===== config.mk =====
export PLATFORM = sky130hd
export DESIGN_NAME = eight_bit_io_port
export DESIGN_NICKNAME = d
export VERILOG_FILES = /design/src/gpio_port_pkg.sv /design/src/pin_select.sv /design/src/pin_driver.sv /design/src/eight_bit_io_port.sv
export SDC_FILE = /design/constraint.sdc
export NUM_CORES = 1
export LEC_CHECK = 0
export ABC_CLOCK_PERIOD_IN_PS = 1950
export BUFFER_PORTS_ARGS = -buffer_cell sky130_fd_sc_hd__buf_4
export CORE_MARGIN = 8
export CORE_UTILIZATION = 44
export DETAILED_ROUTE_END_ITERATION = 12
export GPL_TIMING_DRIVEN = 0
export PLACE_DENSITY = 0.8
export SLEW_MARGIN = 25
export SYNTH_ARGS = -nofsm -noshare
export SYNTH_HDL_FRONTEND = slang
export SYNTH_SLANG_ARGS = --single-unit

===== constraint.sdc =====
create_clock -name clock_in -period 1.95 [get_ports clock_in]
set_clock_uncertainty 0.15 [all_clocks]
set_input_delay 0.195 -clock clock_in [delete_from_list [all_inputs] [get_ports clock_in]]
set_output_delay 0.195 -clock clock_in [all_outputs]
set_load 0.03 [all_outputs]

===== src/gpio_port_pkg.sv =====
/*
  Constants for the eight-pin general-purpose port: register offsets,
  reset values, widths and bus answers.
  Assumes a 32-bit Avalon-MM slave with word addresses given as byte offsets.
*/
`default_nettype none
package gpio_port_pkg;
  localparam int unsigned PORT_WIDTH = 8;
  localparam int unsigned ADDR_WIDTH = 4;
  localparam int unsigned SEL_WIDTH = 4;
  localparam logic [ADDR_WIDTH-1:0] OUTPUT_DATA_OFFSET = 4'h0;
  localparam logic [ADDR_WIDTH-1:0] DIRECTION_OFFSET = 4'h4;
  localparam logic [ADDR_WIDTH-1:0] PIN_LEVEL_OFFSET = 4'h8;
  localparam logic [PORT_WIDTH-1:0] OUTPUT_DATA_RESET = 8'h00;
  localparam logic [PORT_WIDTH-1:0] DIRECTION_RESET = 8'h00;
  localparam logic [PORT_WIDTH-1:0] DIRECTION_READ_VALUE = 8'hff;
  localparam logic [31:0] UNMAPPED_READ_VALUE = 32'h0000_0000;
  localparam logic [1:0] RESP_OKAY = 2'h0;
  localparam logic [1:0] RESP_DECODEERROR = 2'h3;
  localparam logic [SEL_WIDTH-1:0] GPIO_SELECT_RESET = 4'h0;
  typedef enum logic [1:0] {
    BUS_IDLE = 2'b00,
    BUS_ANSWER = 2'b01
  } bus_state_type;
endpackage
`default_nettype wire


===== src/pin_select.sv =====
/*
  Per-pin ownership decode: which pins the LCD segment-select field hands
  to general-purpose use.
  Assumes the select field is stable and synchronous to the clock.
*/
`default_nettype none
module pin_select
  import gpio_port_pkg::*;
(
  input wire logic [SEL_WIDTH-1:0] segment_select_in,
  input wire logic [PORT_WIDTH-1:0] gpio_select_mask_in,
  output logic [PORT_WIDTH-1:0] gpio_owned_out
);
  // The field's encoding is open, so the grant mask carries ownership; the reset code grants every pin
  function automatic logic owned(input logic [SEL_WIDTH-1:0] sel, input logic mask_bit);
    owned = mask_bit | (sel == GPIO_SELECT_RESET);
  endfunction

  genvar i;
  generate
    for (i = 0; i < PORT_WIDTH; i++) begin : g_own
      assign gpio_owned_out[i] = owned(segment_select_in, gpio_select_mask_in[i]);
    end
  endgenerate
endmodule // pin_select


===== src/pin_driver.sv =====
/*
  Per-pin output driver stage, registered so pads change one edge after
  the register update.
  Assumes an external pad ring that resolves level from enable.
*/
`default_nettype none
module pin_driver
  import gpio_port_pkg::*;
(
  input wire logic clock_in,
  input wire logic nrst_in,
  input wire logic [PORT_WIDTH-1:0] data_in,
  input wire logic [PORT_WIDTH-1:0] drive_in,
  output logic [PORT_WIDTH-1:0] pin_out,
  output logic [PORT_WIDTH-1:0] pin_oe_n_out
);
  logic [PORT_WIDTH-1:0] pin_q, pin_d, oe_n_q, oe_n_d;

  always_comb begin
    pin_d = data_in & drive_in;
    oe_n_d = ~drive_in;
  end

  always_ff @(posedge clock_in or negedge nrst_in) begin
    if (!nrst_in) begin
      pin_q <= OUTPUT_DATA_RESET;
      oe_n_q <= ~DIRECTION_RESET;
    end else begin
      pin_q <= pin_d;
      oe_n_q <= oe_n_d;
    end
  end

  assign pin_out = pin_q;
  assign pin_oe_n_out = oe_n_q;
endmodule // pin_driver


===== src/eight_bit_io_port.sv =====
/*
  Eight-pin general-purpose input/output port with an Avalon-MM register
  slave, a write-only direction register and an output data register.
  Assumes pin inputs and the LCD segment-select field are synchronous to
  clock_in, and that the pad ring resolves pins from the enables.
*/
// The Avalon-MM slave port and the register offsets were left to the implementer.
//
// Summary of operation
// - Eight-bit output data register holds the level each output pin drives.
// - Port read returns stored output data for bits whose direction is one.
// - Port read returns live pin level for bits whose direction is zero.
// - Reset clears the output data register to zero.
// - Each direction bit independently selects output (one) or input (zero).
// - Settings govern a pin only when segment select gives it to general use.
// - Reset clears all direction bits, so every pin starts as input.
// - Direction register is write-only and always reads as all ones.
`default_nettype none
module eight_bit_io_port
  import gpio_port_pkg::*;
(
  input wire logic clock_in,
  input wire logic nrst_in,
  input wire logic [ADDR_WIDTH-1:0] avs_address_in,
  input wire logic avs_read_in,
  input wire logic avs_write_in,
  input wire logic [31:0] avs_writedata_in,
  input wire logic [3:0] avs_byteenable_in,
  output logic [31:0] avs_readdata_out,
  output logic avs_waitrequest_out,
  output logic [1:0] avs_response_out,
  input wire logic [SEL_WIDTH-1:0] segment_select_in,
  input wire logic [PORT_WIDTH-1:0] gpio_select_mask_in,
  input wire logic [PORT_WIDTH-1:0] port_pin_in,
  output logic [PORT_WIDTH-1:0] port_pin_out,
  output logic [PORT_WIDTH-1:0] port_pin_oe_n_out
);
  bus_state_type state_q, state_d;
  logic [PORT_WIDTH-1:0] port_output_data_q, port_output_data_d;
  logic [PORT_WIDTH-1:0] port_direction_q, port_direction_d;
  logic [31:0] readdata_q, readdata_d;
  logic [1:0] resp_q, resp_d;
  logic wait_q, wait_d;
  logic [PORT_WIDTH-1:0] gpio_owned;
  logic [PORT_WIDTH-1:0] drive_en;
  logic [PORT_WIDTH-1:0] port_read_value;

  pin_select u_pin_select (
    .segment_select_in(segment_select_in),
    .gpio_select_mask_in(gpio_select_mask_in),
    .gpio_owned_out(gpio_owned)
  );

  // A pin drives only if it is general purpose and set as output
  assign drive_en = port_direction_q & gpio_owned;

  pin_driver u_pin_driver (
    .clock_in(clock_in),
    .nrst_in(nrst_in),
    .data_in(port_output_data_q),
    .drive_in(drive_en),
    .pin_out(port_pin_out),
    .pin_oe_n_out(port_pin_oe_n_out)
  );

  // Mix stored data and live levels bit by bit
  assign port_read_value = (port_direction_q & port_output_data_q)
                         | (~port_direction_q & port_pin_in);

  // Every access takes one wait cycle: waitrequest is registered, so the
  // answer costs a cycle but keeps all bus outputs straight from flops.
  always_comb begin
    state_d = state_q;
    port_output_data_d = port_output_data_q;
    port_direction_d = port_direction_q;
    readdata_d = readdata_q;
    resp_d = resp_q;
    wait_d = 1'b1;
    case (state_q)
      BUS_IDLE: begin
        if (avs_write_in) begin
          state_d = BUS_ANSWER;
          wait_d = 1'b0;
          resp_d = RESP_OKAY;
          if (avs_address_in == OUTPUT_DATA_OFFSET) begin
            if (avs_byteenable_in[0]) begin
              port_output_data_d = avs_writedata_in[PORT_WIDTH-1:0];
            end
          end else if (avs_address_in == DIRECTION_OFFSET) begin
            if (avs_byteenable_in[0]) begin
              port_direction_d = avs_writedata_in[PORT_WIDTH-1:0];
            end
          end else if (avs_address_in == PIN_LEVEL_OFFSET) begin
            resp_d = RESP_OKAY;
          end else begin
            resp_d = RESP_DECODEERROR;
          end
        end else if (avs_read_in) begin
          state_d = BUS_ANSWER;
          wait_d = 1'b0;
          resp_d = RESP_OKAY;
          if (avs_address_in == OUTPUT_DATA_OFFSET) begin
            readdata_d = {{(32-PORT_WIDTH){1'b0}}, port_read_value};
          end else if (avs_address_in == DIRECTION_OFFSET) begin
            readdata_d = {{(32-PORT_WIDTH){1'b0}}, DIRECTION_READ_VALUE};
          end else if (avs_address_in == PIN_LEVEL_OFFSET) begin
            readdata_d = {{(32-PORT_WIDTH){1'b0}}, port_pin_in};
          end else begin
            readdata_d = UNMAPPED_READ_VALUE;
            resp_d = RESP_DECODEERROR;
          end
        end
      end
      BUS_ANSWER: begin
        state_d = BUS_IDLE;
        wait_d = 1'b1;
      end
      default: begin
        state_d = BUS_IDLE;
      end
    endcase
  end

  always_ff @(posedge clock_in or negedge nrst_in) begin
    if (!nrst_in) begin
      state_q <= BUS_IDLE;
      port_output_data_q <= OUTPUT_DATA_RESET;
      port_direction_q <= DIRECTION_RESET;
      readdata_q <= UNMAPPED_READ_VALUE;
      resp_q <= RESP_OKAY;
      wait_q <= 1'b1;
    end else begin
      state_q <= state_d;
      port_output_data_q <= port_output_data_d;
      port_direction_q <= port_direction_d;
      readdata_q <= readdata_d;
      resp_q <= resp_d;
      wait_q <= wait_d;
    end
  end

  assign avs_readdata_out = readdata_q;
  assign avs_waitrequest_out = wait_q;
  assign avs_response_out = resp_q;

  // Address classes, shared by the bus checks below
  function automatic logic is_mapped(input logic [ADDR_WIDTH-1:0] addr);
    is_mapped = (addr == OUTPUT_DATA_OFFSET) || (addr == DIRECTION_OFFSET) || (addr == PIN_LEVEL_OFFSET);
  endfunction
endmodule // eight_bit_io_port
`default_nettype wire


==> out/metrics.yaml, run 1 <==
design.final.nets: 332
placementRows: 24
grt_max_degree: 44
cts.htree.levels: 2
layout.cells.most_common_list: "sky130_fd_sc_hd__buf_4 (88), sky130_fd_sc_hd__dfrtp_1 (34), sky130_fd_sc_hd__conb_1 (24)"
cts_buffer_depth: 2
p_int_mw: 1.562
cts_sinks: 43
numCtsBuffers: 5
hold_path_startpoint: "avs_write_in"
cellPowerDensity_mw_per_mm2: 767.9
areaGrowthSynthToFinish_pct: 44.06
grt_setup_unrepaired: "false"
clkTransAtPathRegs_ns: 0.07
r2r_end: "avs_readdata_out[7]"
timing.final.crit_share_pct: 94.87
port_buffers: 63
dr.pass1.iters: 4
yosys.area.top_type: "sky130_fd_sc_hd__dfrtp_1"
drc_errors: 0
critical_path.cell_chain: "dlygate4sd3_1, buf_4, nor3b_2, mux2_2"
clock.fmax_ghz: 0.5406
status: "complete, no violations"
cp.required_ns: 1.97
ys_seq_area_share_pct: 53.48
io-pin-count: 115
netlist_instances: 157
reg2reg_setup_slack_ns: 0.20
power.clock.fraction_pct: 24.0
grt_antenna_before_repair: 0
insertedDiodeCount: 0
total_switching_power_uw: 687.1
ys_types: 27
gpl.final_weighted_congestion: 0.6791
avgViaCountPerCell: 4.654
finalWorstPathRequiredPeriod_ns: 1.850
setup.worst_path.class: "input port to register"
static-leakage-power_nw: 1.484
area_contributors_post_synth: "sky130_fd_sc_hd__dfrtp_1 (42%), sky130_fd_sc_hd__dfstp_2 (12%), sky130_fd_sc_hd__buf_4 (9.2%)"
timing_max_transition_violations_final: 0
hold_path.class: "input port to register"
report.final.setup_viol: 0
cts_tree: "yes"
globalRoute.totalOverflow: 0
initial_utilization_pct: 46.06
die_area_mm2: 0.007052
mostFrequentLayoutCell: "sky130_fd_sc_hd__buf_4"
route.vias.total: 1494
detail_route.wl_per_cell_um: 15.36
crit_start: "avs_read_in"
synthDominantCellAreaShare_pct: 41.85
worst_ep_arrival_time_ns: 1.87
post_detailed_routing_wire_length_mm: 4.930
drive_above_1_share_pct: 50.19
design.core.area_mm2: 0.004414
vdd.ir_drop.worst_mv: 0.4324
first_global_vias: 1594
synth_area_mm2: 0.002033
reg2regPathDepth: 2
timing.critical_path.fanout_max: 8
setup.worst_path.end_class: "register"
setup.worst_path.start_class: "input port"
detailed_place_hpwl_mm: 3.549
whs_ns: 0.01983
r2r_start: "state_q[0]"
die-height_um: 83.98
swShare_pct: 30.55
timing.critical_path.to: "avs_readdata_out[7]"
worst_skew_pair.late_latency_ns: 0.29
postSynthRegisterBits: 43
fraction_of_power_consumed_by_combinational_cells_pct: 27.7
wire_length_of_the_first_global_routing_pass_mm: 7.941
final-hold-violation-count: 0
drv_cap: 0
setup_tns_ns: 0
timing_worst_slew_pin_value_ns: 0.8497
global_route.usage.total_pct: 13.93
ys.warnings.count: 0
detailedRoute.firstIterationViolations: 40
cts_root_buf: "sky130_fd_sc_hd__clkbuf_8"
sequentialPowerShare_pct: 48.3
worst_slew_margin_rel_pct: 42.88
timing.critical_path.slowest_cell_delay_ns: 0.63
die_width_um: 83.98
avgSynthCellArea_um2: 12.95
crit_slowest_cell: "sky130_fd_sc_hd__nor3b_2"
postRouteAntennaNets: 0
stage by stage:
step	util (%)	total power [mW]	setup WS [ns]	instances	area, µm²
floorplan	-	1.477	0.3722	180	2120
global placement	60.20	1.682	-0.2035	295	2658
detailed placement	60.35	1.698	-0.002325	295	2664
CTS	66.35	2.280	0.1154	321	2929
global route	66.35	2.371	0.07827	321	2929
finish	66.35	2.249	0.1001	321	2929
per-layer routing:
layer	vias to the layer above	wire, µm	track usage (%)
met3	5	375	4.980
met5	-	0	0
met1	710	2112	16.42
met4	0	41	4.553
li1	715	-	-
met2	64	2401	22.88
cell type report:
cell class,count,area (µm²)
fill,359,1485
sequential,43,1087
multi-input combinational,99,792.0
timing repair buffer,81,653.1
buffer,29,212.7
clock buffer,6,72.57
tap,52,65.06
inverter,9,33.78
clock inverter,2,12.51
worst max-delay path, delay by kind of cell:
kind	cells	cell delay (ns)
buffers and inverters	2	0.63
muxes	1	0.41
and+or+nand+nor	1	0.63
Yosys cell counts:
master                     number
sky130_fd_sc_hd__nor4b_4        1
sky130_fd_sc_hd__and4b_1        1
sky130_fd_sc_hd__o21ai_0        9
sky130_fd_sc_hd__nor4_4         1
sky130_fd_sc_hd__clkbuf_1       1
sky130_fd_sc_hd__mux2_2        14
sky130_fd_sc_hd__clkbuf_2       1
sky130_fd_sc_hd__dfrtp_1       34
sky130_fd_sc_hd__buf_4         25
sky130_fd_sc_hd__buf_6          1
sky130_fd_sc_hd__nand2b_1       8
sky130_fd_sc_hd__dfstp_2        9
sky130_fd_sc_hd__or2_2          1
sky130_fd_sc_hd__nand2_1        1
sky130_fd_sc_hd__mux2_4         8
sky130_fd_sc_hd__o21bai_1       1
sky130_fd_sc_hd__nor2_1         8
sky130_fd_sc_hd__nand4b_4       1
sky130_fd_sc_hd__nor4_1         1
sky130_fd_sc_hd__a221oi_1       8
sky130_fd_sc_hd__conb_1         1
sky130_fd_sc_hd__mux2_1         2
sky130_fd_sc_hd__mux2i_1        8
sky130_fd_sc_hd__a21oi_1        1
sky130_fd_sc_hd__inv_1          9
sky130_fd_sc_hd__buf_2          1
sky130_fd_sc_hd__nor3b_2        1
worst min-delay path by stage:
stage	endpoint	slack (ns)	cells after the start
finish	avs_waitrequest_out	0.02	2
global route	avs_waitrequest_out	0.04	2
detailed placement	u_pin_driver.pin_out[1]	0.07	1
CTS	avs_waitrequest_out	0.01	2
floorplan	avs_readdata_out[0]	-0.25	0
global placement	u_pin_driver.pin_out[1]	0.06	1
cells by family after synthesis:
group | Yosys count | synth area share, %
AO/OA/AOI/OAI | 19 | 6.277
flip-flops | 43 | 53.48
other | 1 | 0.1844
buffers and inverters | 38 | 12.12
multiplexers | 32 | 18.71
AND/OR/NAND/NOR | 24 | 9.231
state kept, by name, summed over array words and instances, names as in the netlist:
name                       flops
avs_readdata_out               8
state_q                        1
avs_waitrequest_out            1
port_direction_q               8
u_pin_driver.pin_oe_n_out      8
port_output_data_q             8
avs_response_out               1
u_pin_driver.pin_out           8
repair_timing:
action                    CTS  global route
resized for setup           0             0
buffers inserted            0             0
hold buffers               18             0
hold endpoints to repair   57             0
power groups by stage:
stage | registers, mW | logic [mW] | clock network, mW
2_1_floorplan | 1.20 | 0.281 | 0
3_3_place_gp | 1.10 | 0.584 | 0
3_5_place_dp | 1.10 | 0.596 | 0
4_1_cts | 1.09 | 0.626 | 0.568
5_1_grt | 1.10 | 0.666 | 0.607
6_report | 1.09 | 0.622 | 0.541
Note: power is estimated with default switching activity, not from simulation.
==> run 2: changes to the inputs <==
- CORE_UTILIZATION: 44 -> 25
- PLACE_DENSITY: 0.8 -> unset
==> run 2 against run 1 <==
Die area up 60%. Via count down 0.74%. Critical path depth unchanged. Fmax up 0.34%. Non-clock buffer count up 2. Critical endpoint is now avs_readdata_out[3]. First-iteration DRC count down 25%. Combinational power up 1%. Hold slack better by 0.038 ns. Setup slack better by 0.0064 ns.
==> out/metrics.yaml, run 2 (synthesis gave the netlist of run 1 again) <==
status: "complete, no violations"
report.final.setup_viol: 0
dr.pass1.iters: 4
die_width_um: 106.2
cts.htree.levels: 2
postRouteAntennaNets: 0
placementRows: 33
detail_route.wl_per_cell_um: 14.22
numCtsBuffers: 5
post-route-util_pct: 37.42
r2r_start: "state_q[0]"
setup.worst_path.start_class: "input port"
areaGrowthSynthToFinish_pct: 48.18
finalWorstSetupSlack_ns: 0.1064
cp.required_ns: 1.98
clkTransAtPathRegs_ns: 0.09
globalRoute.totalOverflow: 0
design.core.area_mm2: 0.008051
detailed_place_hpwl_mm: 3.911
final-instance-count-excl-fill: 376
port_buffers: 63
drc_errors: 0
layout.cells.most_common_list: "sky130_fd_sc_hd__buf_4 (89), sky130_fd_sc_hd__dfrtp_1 (34), sky130_fd_sc_hd__conb_1 (24)"
r2r_end: "avs_readdata_out[3]"
insertedDiodeCount: 0
total_power_mw: 2.269
final-hold-violation-count: 0
static-leakage-power_nw: 1.493
die-height_um: 106.2
worst_skew_pair.late_latency_ns: 0.29
avgViaCountPerCell: 3.944
grt_max_degree: 44
cellPowerDensity_mw_per_mm2: 753.2
cts_sinks: 43
hold_path_startpoint: "avs_write_in"
detailedRoute.firstIterationViolations: 30
initial_utilization_pct: 25.25
cts_buffer_depth: 2
setup_tns_ns: 0
cts-hold-fix-buffers: 19
post_detailed_routing_wire_length_mm: 5.348
vdd.ir_drop.worst_mv: 0.3050
gpl.final_weighted_congestion: 0.6985
io-pin-count: 115
setup.worst_path.end_class: "register"
mostFrequentLayoutCell: "sky130_fd_sc_hd__buf_4"
design.final.nets: 334
grt_setup_unrepaired: "false"
timing_worst_slew_pin_value_ns: 0.7879
hold_path.class: "input port to register"
wire_length_of_the_first_global_routing_pass_mm: 8.500
timing_max_transition_violations_final: 0
worst_slew_margin_rel_pct: 47.24
worst_ep_arrival_time_ns: 1.87
first_global_vias: 1614
total_placed_cells_including_tap_cells: 349
reg2reg_setup_slack_ns: 0.19
resized_gates_after_cts: 0
timing.hold.worst_endpoint: "state_q[0]"
timing.critical_path.fanout_max: 8
post-place-ws_ns: -0.1070
clock.fmax_ghz: 0.5424
route.vias.total: 1483
die_area_mm2: 0.01127
cts.repair_timing.setup_buffer_count: 0
finalWorstPathRequiredPeriod_ns: 1.844
global_route.usage.total_pct: 9.561
cts_root_buf: "sky130_fd_sc_hd__clkbuf_8"
number_of_cells_on_the_worst_hold_path: 3
setup.worst_path.class: "input port to register"
drv_cap: 0
grt_antenna_before_repair: 0
timing.final.crit_share_pct: 94.54
reg2regPathDepth: 2
drive_above_1_share_pct: 50.18
cts_tree: "yes"
[run 2: final cells by class]
class                   instances  area [µm²]
plain buffers                  29       212.7
fillers                       797        5039
flip-flops and latches         43        1087
well taps                     105       131.4
clock inverters                 2       12.51
multi-input cells              99       792.0
inverters                       9       33.78
clock buffers                   6       72.57
repair buffers                 83       670.6
[run 2: how the worst max path moves through the flow]
stage,slack (ns),depth (start not counted),end,from
3_3_place_gp,-0.37,4,u_pin_driver.pin_out[4],segment_select_in[1]
6_report,0.11,4,avs_readdata_out[3],avs_read_in
5_1_grt,0.03,4,avs_readdata_out[7],avs_read_in
2_1_floorplan,0.37,4,port_output_data_q[0],avs_address_in[3]
4_1_cts,0.06,4,avs_readdata_out[7],avs_read_in
3_5_place_dp,-0.11,5,port_output_data_q[3],avs_address_in[3]
[run 2: metal layers]
| metal | share of wire (%) | vias up | GRT usage, % |
|---|---|---|---|
| met2 | 46 | 58 | 14.83 |
| met3 | 8.8 | 4 | 4.295 |
| met4 | 0.54 | 0 | 1.809 |
| met5 | 0 | - | 0 |
| met1 | 45 | 705 | 12.04 |
| li1 | - | 716 | - |
[run 2: power by group]
part	switching [mW]	internal [mW]	total, mW
sequential	0.0741	1.01	1.09
combinational	0.326	0.302	0.628
clock	0.303	0.251	0.554
total	0.704	1.57	2.27
[run 2: metrics by stage]
stage | instance area [µm²] | hold slack, ns
after floorplan | 2120 | -0.2506
after global placement | 2724 | 0.07762
after detailed placement | 2738 | 0.07891
after CTS | 3013 | 0.05493
after global routing | 3013 | 0.08292
final | 3013 | 0.05821
[run 2: critical path: stages]
cell                            delay [ns]
sky130_fd_sc_hd__dlygate4sd3_1        0.52
sky130_fd_sc_hd__buf_4                0.10
sky130_fd_sc_hd__nor3b_2              0.64
sky130_fd_sc_hd__mux2_2               0.41
==> run 3: changes to the inputs <==
- CORE_ASPECT_RATIO: unset -> 1.1
==> run 3 against run 2 <==
Sequential share of layout area fell by 0.43 points. Sequential power barely moved. Setup slack improved by 0.0047 ns. Design area rose by 1.2%. Clock-buffer cell count did not move. First-iteration DRC count rose by 20%. Non-clock buffer count did not move. Hold slack improved by 0.017 ns. Sequential cell count did not move. Fmax rose by 0.26%. Critical endpoint is now avs_readdata_out[5].
==> out/metrics.yaml, run 3 (synthesis gave the netlist of run 1 again) <==
design.core.area_mm2: 0.007913
io-pin-count: 115
clkTransAtPathRegs_ns: 0.08
drc_errors: 0
static-leakage-power_nw: 1.513
cts_tree: "yes"
cts_buffer_depth: 2
crit_slowest_cell: "sky130_fd_sc_hd__nor3b_2"
die_area_mm2: 0.01128
first_global_vias: 1607
timing.critical_path.slowest_cell_delay_ns: 0.64
layout.area.seq_mm2: 0.001087
vdd.ir_drop.worst_mv: 0.3247
grt_setup_unrepaired: "false"
report.final.setup_viol: 0
cts_root_buf: "sky130_fd_sc_hd__clkbuf_8"
worst_slew_margin_rel_pct: 47.33
timing.critical_path.fanout_max: 8
timing.final.crit_share_pct: 94.30
clock.fmax_ghz: 0.5438
final_area_mm2: 0.003049
cts_sinks: 43
post_detailed_routing_wire_length_mm: 5.286
drive_above_1_share_pct: 50.55
globalRoute.totalOverflow: 0
detail_route.wl_per_cell_um: 13.95
timing_worst_slew_pin_value_ns: 0.7866
insertedDiodeCount: 0
initial_utilization_pct: 25.70
m1WireLength_mm: 2.265
worst_ep_arrival_time_ns: 1.87
setup_tns_ns: 0
cpLargestDelayFamily: "simple AND/OR/NAND/NOR gates"
hold_path.class: "input port to register"
die_width_um: 102.0
gpl.final_weighted_congestion: 0.6891
setup.worst_path.class: "input port to register"
numCtsBuffers: 5
final-hold-violation-count: 0
crit_buf_inv: 2
port_buffers: 63
design.final.nets: 334
detailedRoute.firstIterationViolations: 36
cellPowerDensity_mw_per_mm2: 798.4
dr.pass1.iters: 4
post_dp_cell_area_mm2: 0.002741
drv_cap: 0
worst_skew_pair.late_latency_ns: 0.29
cts.htree.levels: 2
cp.required_ns: 1.98
placementRows: 34
final.fill_count: 771
top_routing_layer_in_use: "met4"
route.vias.total: 1469
whs_ns: 0.07539
die-height_um: 110.6
wire_length_of_the_first_global_routing_pass_mm: 8.349
wl_met2_mm: 2.398
areaGrowthSynthToFinish_pct: 49.97
mostFrequentLayoutCell: "sky130_fd_sc_hd__buf_4"
grt_antenna_before_repair: 0
timing_max_transition_violations_final: 0
global_route.usage.total_pct: 9.463
grt_max_degree: 44
detailed_place_hpwl_mm: 3.844
multiInputGateArea_um2: 792.0
status: "complete, no violations"
finalWorstPathRequiredPeriod_ns: 1.839
setup.worst_path.end_class: "register"
layout.cells.most_common_list: "sky130_fd_sc_hd__buf_4 (89), sky130_fd_sc_hd__dfrtp_1 (34), sky130_fd_sc_hd__conb_1 (24)"
critical_path.cell_chain: "dlygate4sd3_1, buf_4, nor3b_2, mux2_2"
detailroute.wirelength.met3_um: 588
postRouteAntennaNets: 0
setup.worst_path.start_class: "input port"
avgViaCountPerCell: 3.876
run 3: cell types whose count changed in the layout (fill, tap and decap cells not counted):
cell,previous run,this run
sky130_fd_sc_hd__clkbuf_8,5,6
sky130_fd_sc_hd__clkbuf_1,2,1
sky130_fd_sc_hd__clkinvlp_4,1,0
sky130_fd_sc_hd__bufinv_16,0,1
run 3: cell type report:
class | count | share of cell area (%)
Buffer | 29 | 6.976
Clock buffer | 6 | 2.708
Clock inverter | 2 | 1.149
Inverter | 9 | 1.108
Multi-Input combinational cell | 99 | 25.97
Sequential cell | 43 | 35.66
Tap cell | 108 | 4.432
Timing Repair Buffer | 83 | 21.99
run 3: path summary, 6_finish.rpt:
kind | startpoint | cells past startpoint | slack, ns | endpoint
min in group asynchronous | nrst_in | 2 | 0.30 | u_pin_driver.pin_out[1]
max in group asynchronous | nrst_in | 2 | 0.98 | avs_waitrequest_out
worst min-delay path | avs_write_in | 3 | 0.08 | state_q[0]
worst max register to register | state_q[0] | 2 | 0.19 | avs_readdata_out[5]
worst max-delay path | avs_read_in | 4 | 0.11 | avs_readdata_out[5]
worst min register to register | port_direction_q[1] | 1 | 0.36 | u_pin_driver.pin_oe_n_out[1]
run 3: layer usage:
layer  vias up  track usage (%)
li1        716                -
met5         -                0
met4         0            2.059
met2        67            14.84
met3         4            4.020
met1       682            11.66
run 3: timing repair:
action	in CTS	in global routing
endpoints found under the hold margin	59	0
resized for setup	0	0
hold buffers	19	0
setup buffers	0	0
run 3: report_power, final:
part	switching [mW]	internal (mW)	total [mW]	leakage, nW
clock network	0.308	0.415	0.723	0.0612
logic	0.324	0.301	0.625	0.904
registers	0.0728	1.01	1.09	0.547
total	0.705	1.73	2.43	1.51
run 3: through the flow:
stage / utilization, % / worst slack, ns / instances / power (mW)
final: 38.54 / 0.1111 / 379 / 2.434
after global placement: 34.47 / -0.3659 / 351 / 1.691
after floorplan: - / 0.3722 / 180 / 1.477
after detailed placement: 34.65 / -0.07709 / 352 / 1.702
after CTS: 38.54 / 0.07110 / 379 / 2.476
after global routing: 38.54 / 0.02011 / 379 / 2.562
run 3: worst register-to-register path, stage by stage, from the launching register on:
cell	delay (ns)
sky130_fd_sc_hd__dfrtp_1	0.41
sky130_fd_sc_hd__nor3b_2	0.68
sky130_fd_sc_hd__mux2_2	0.41
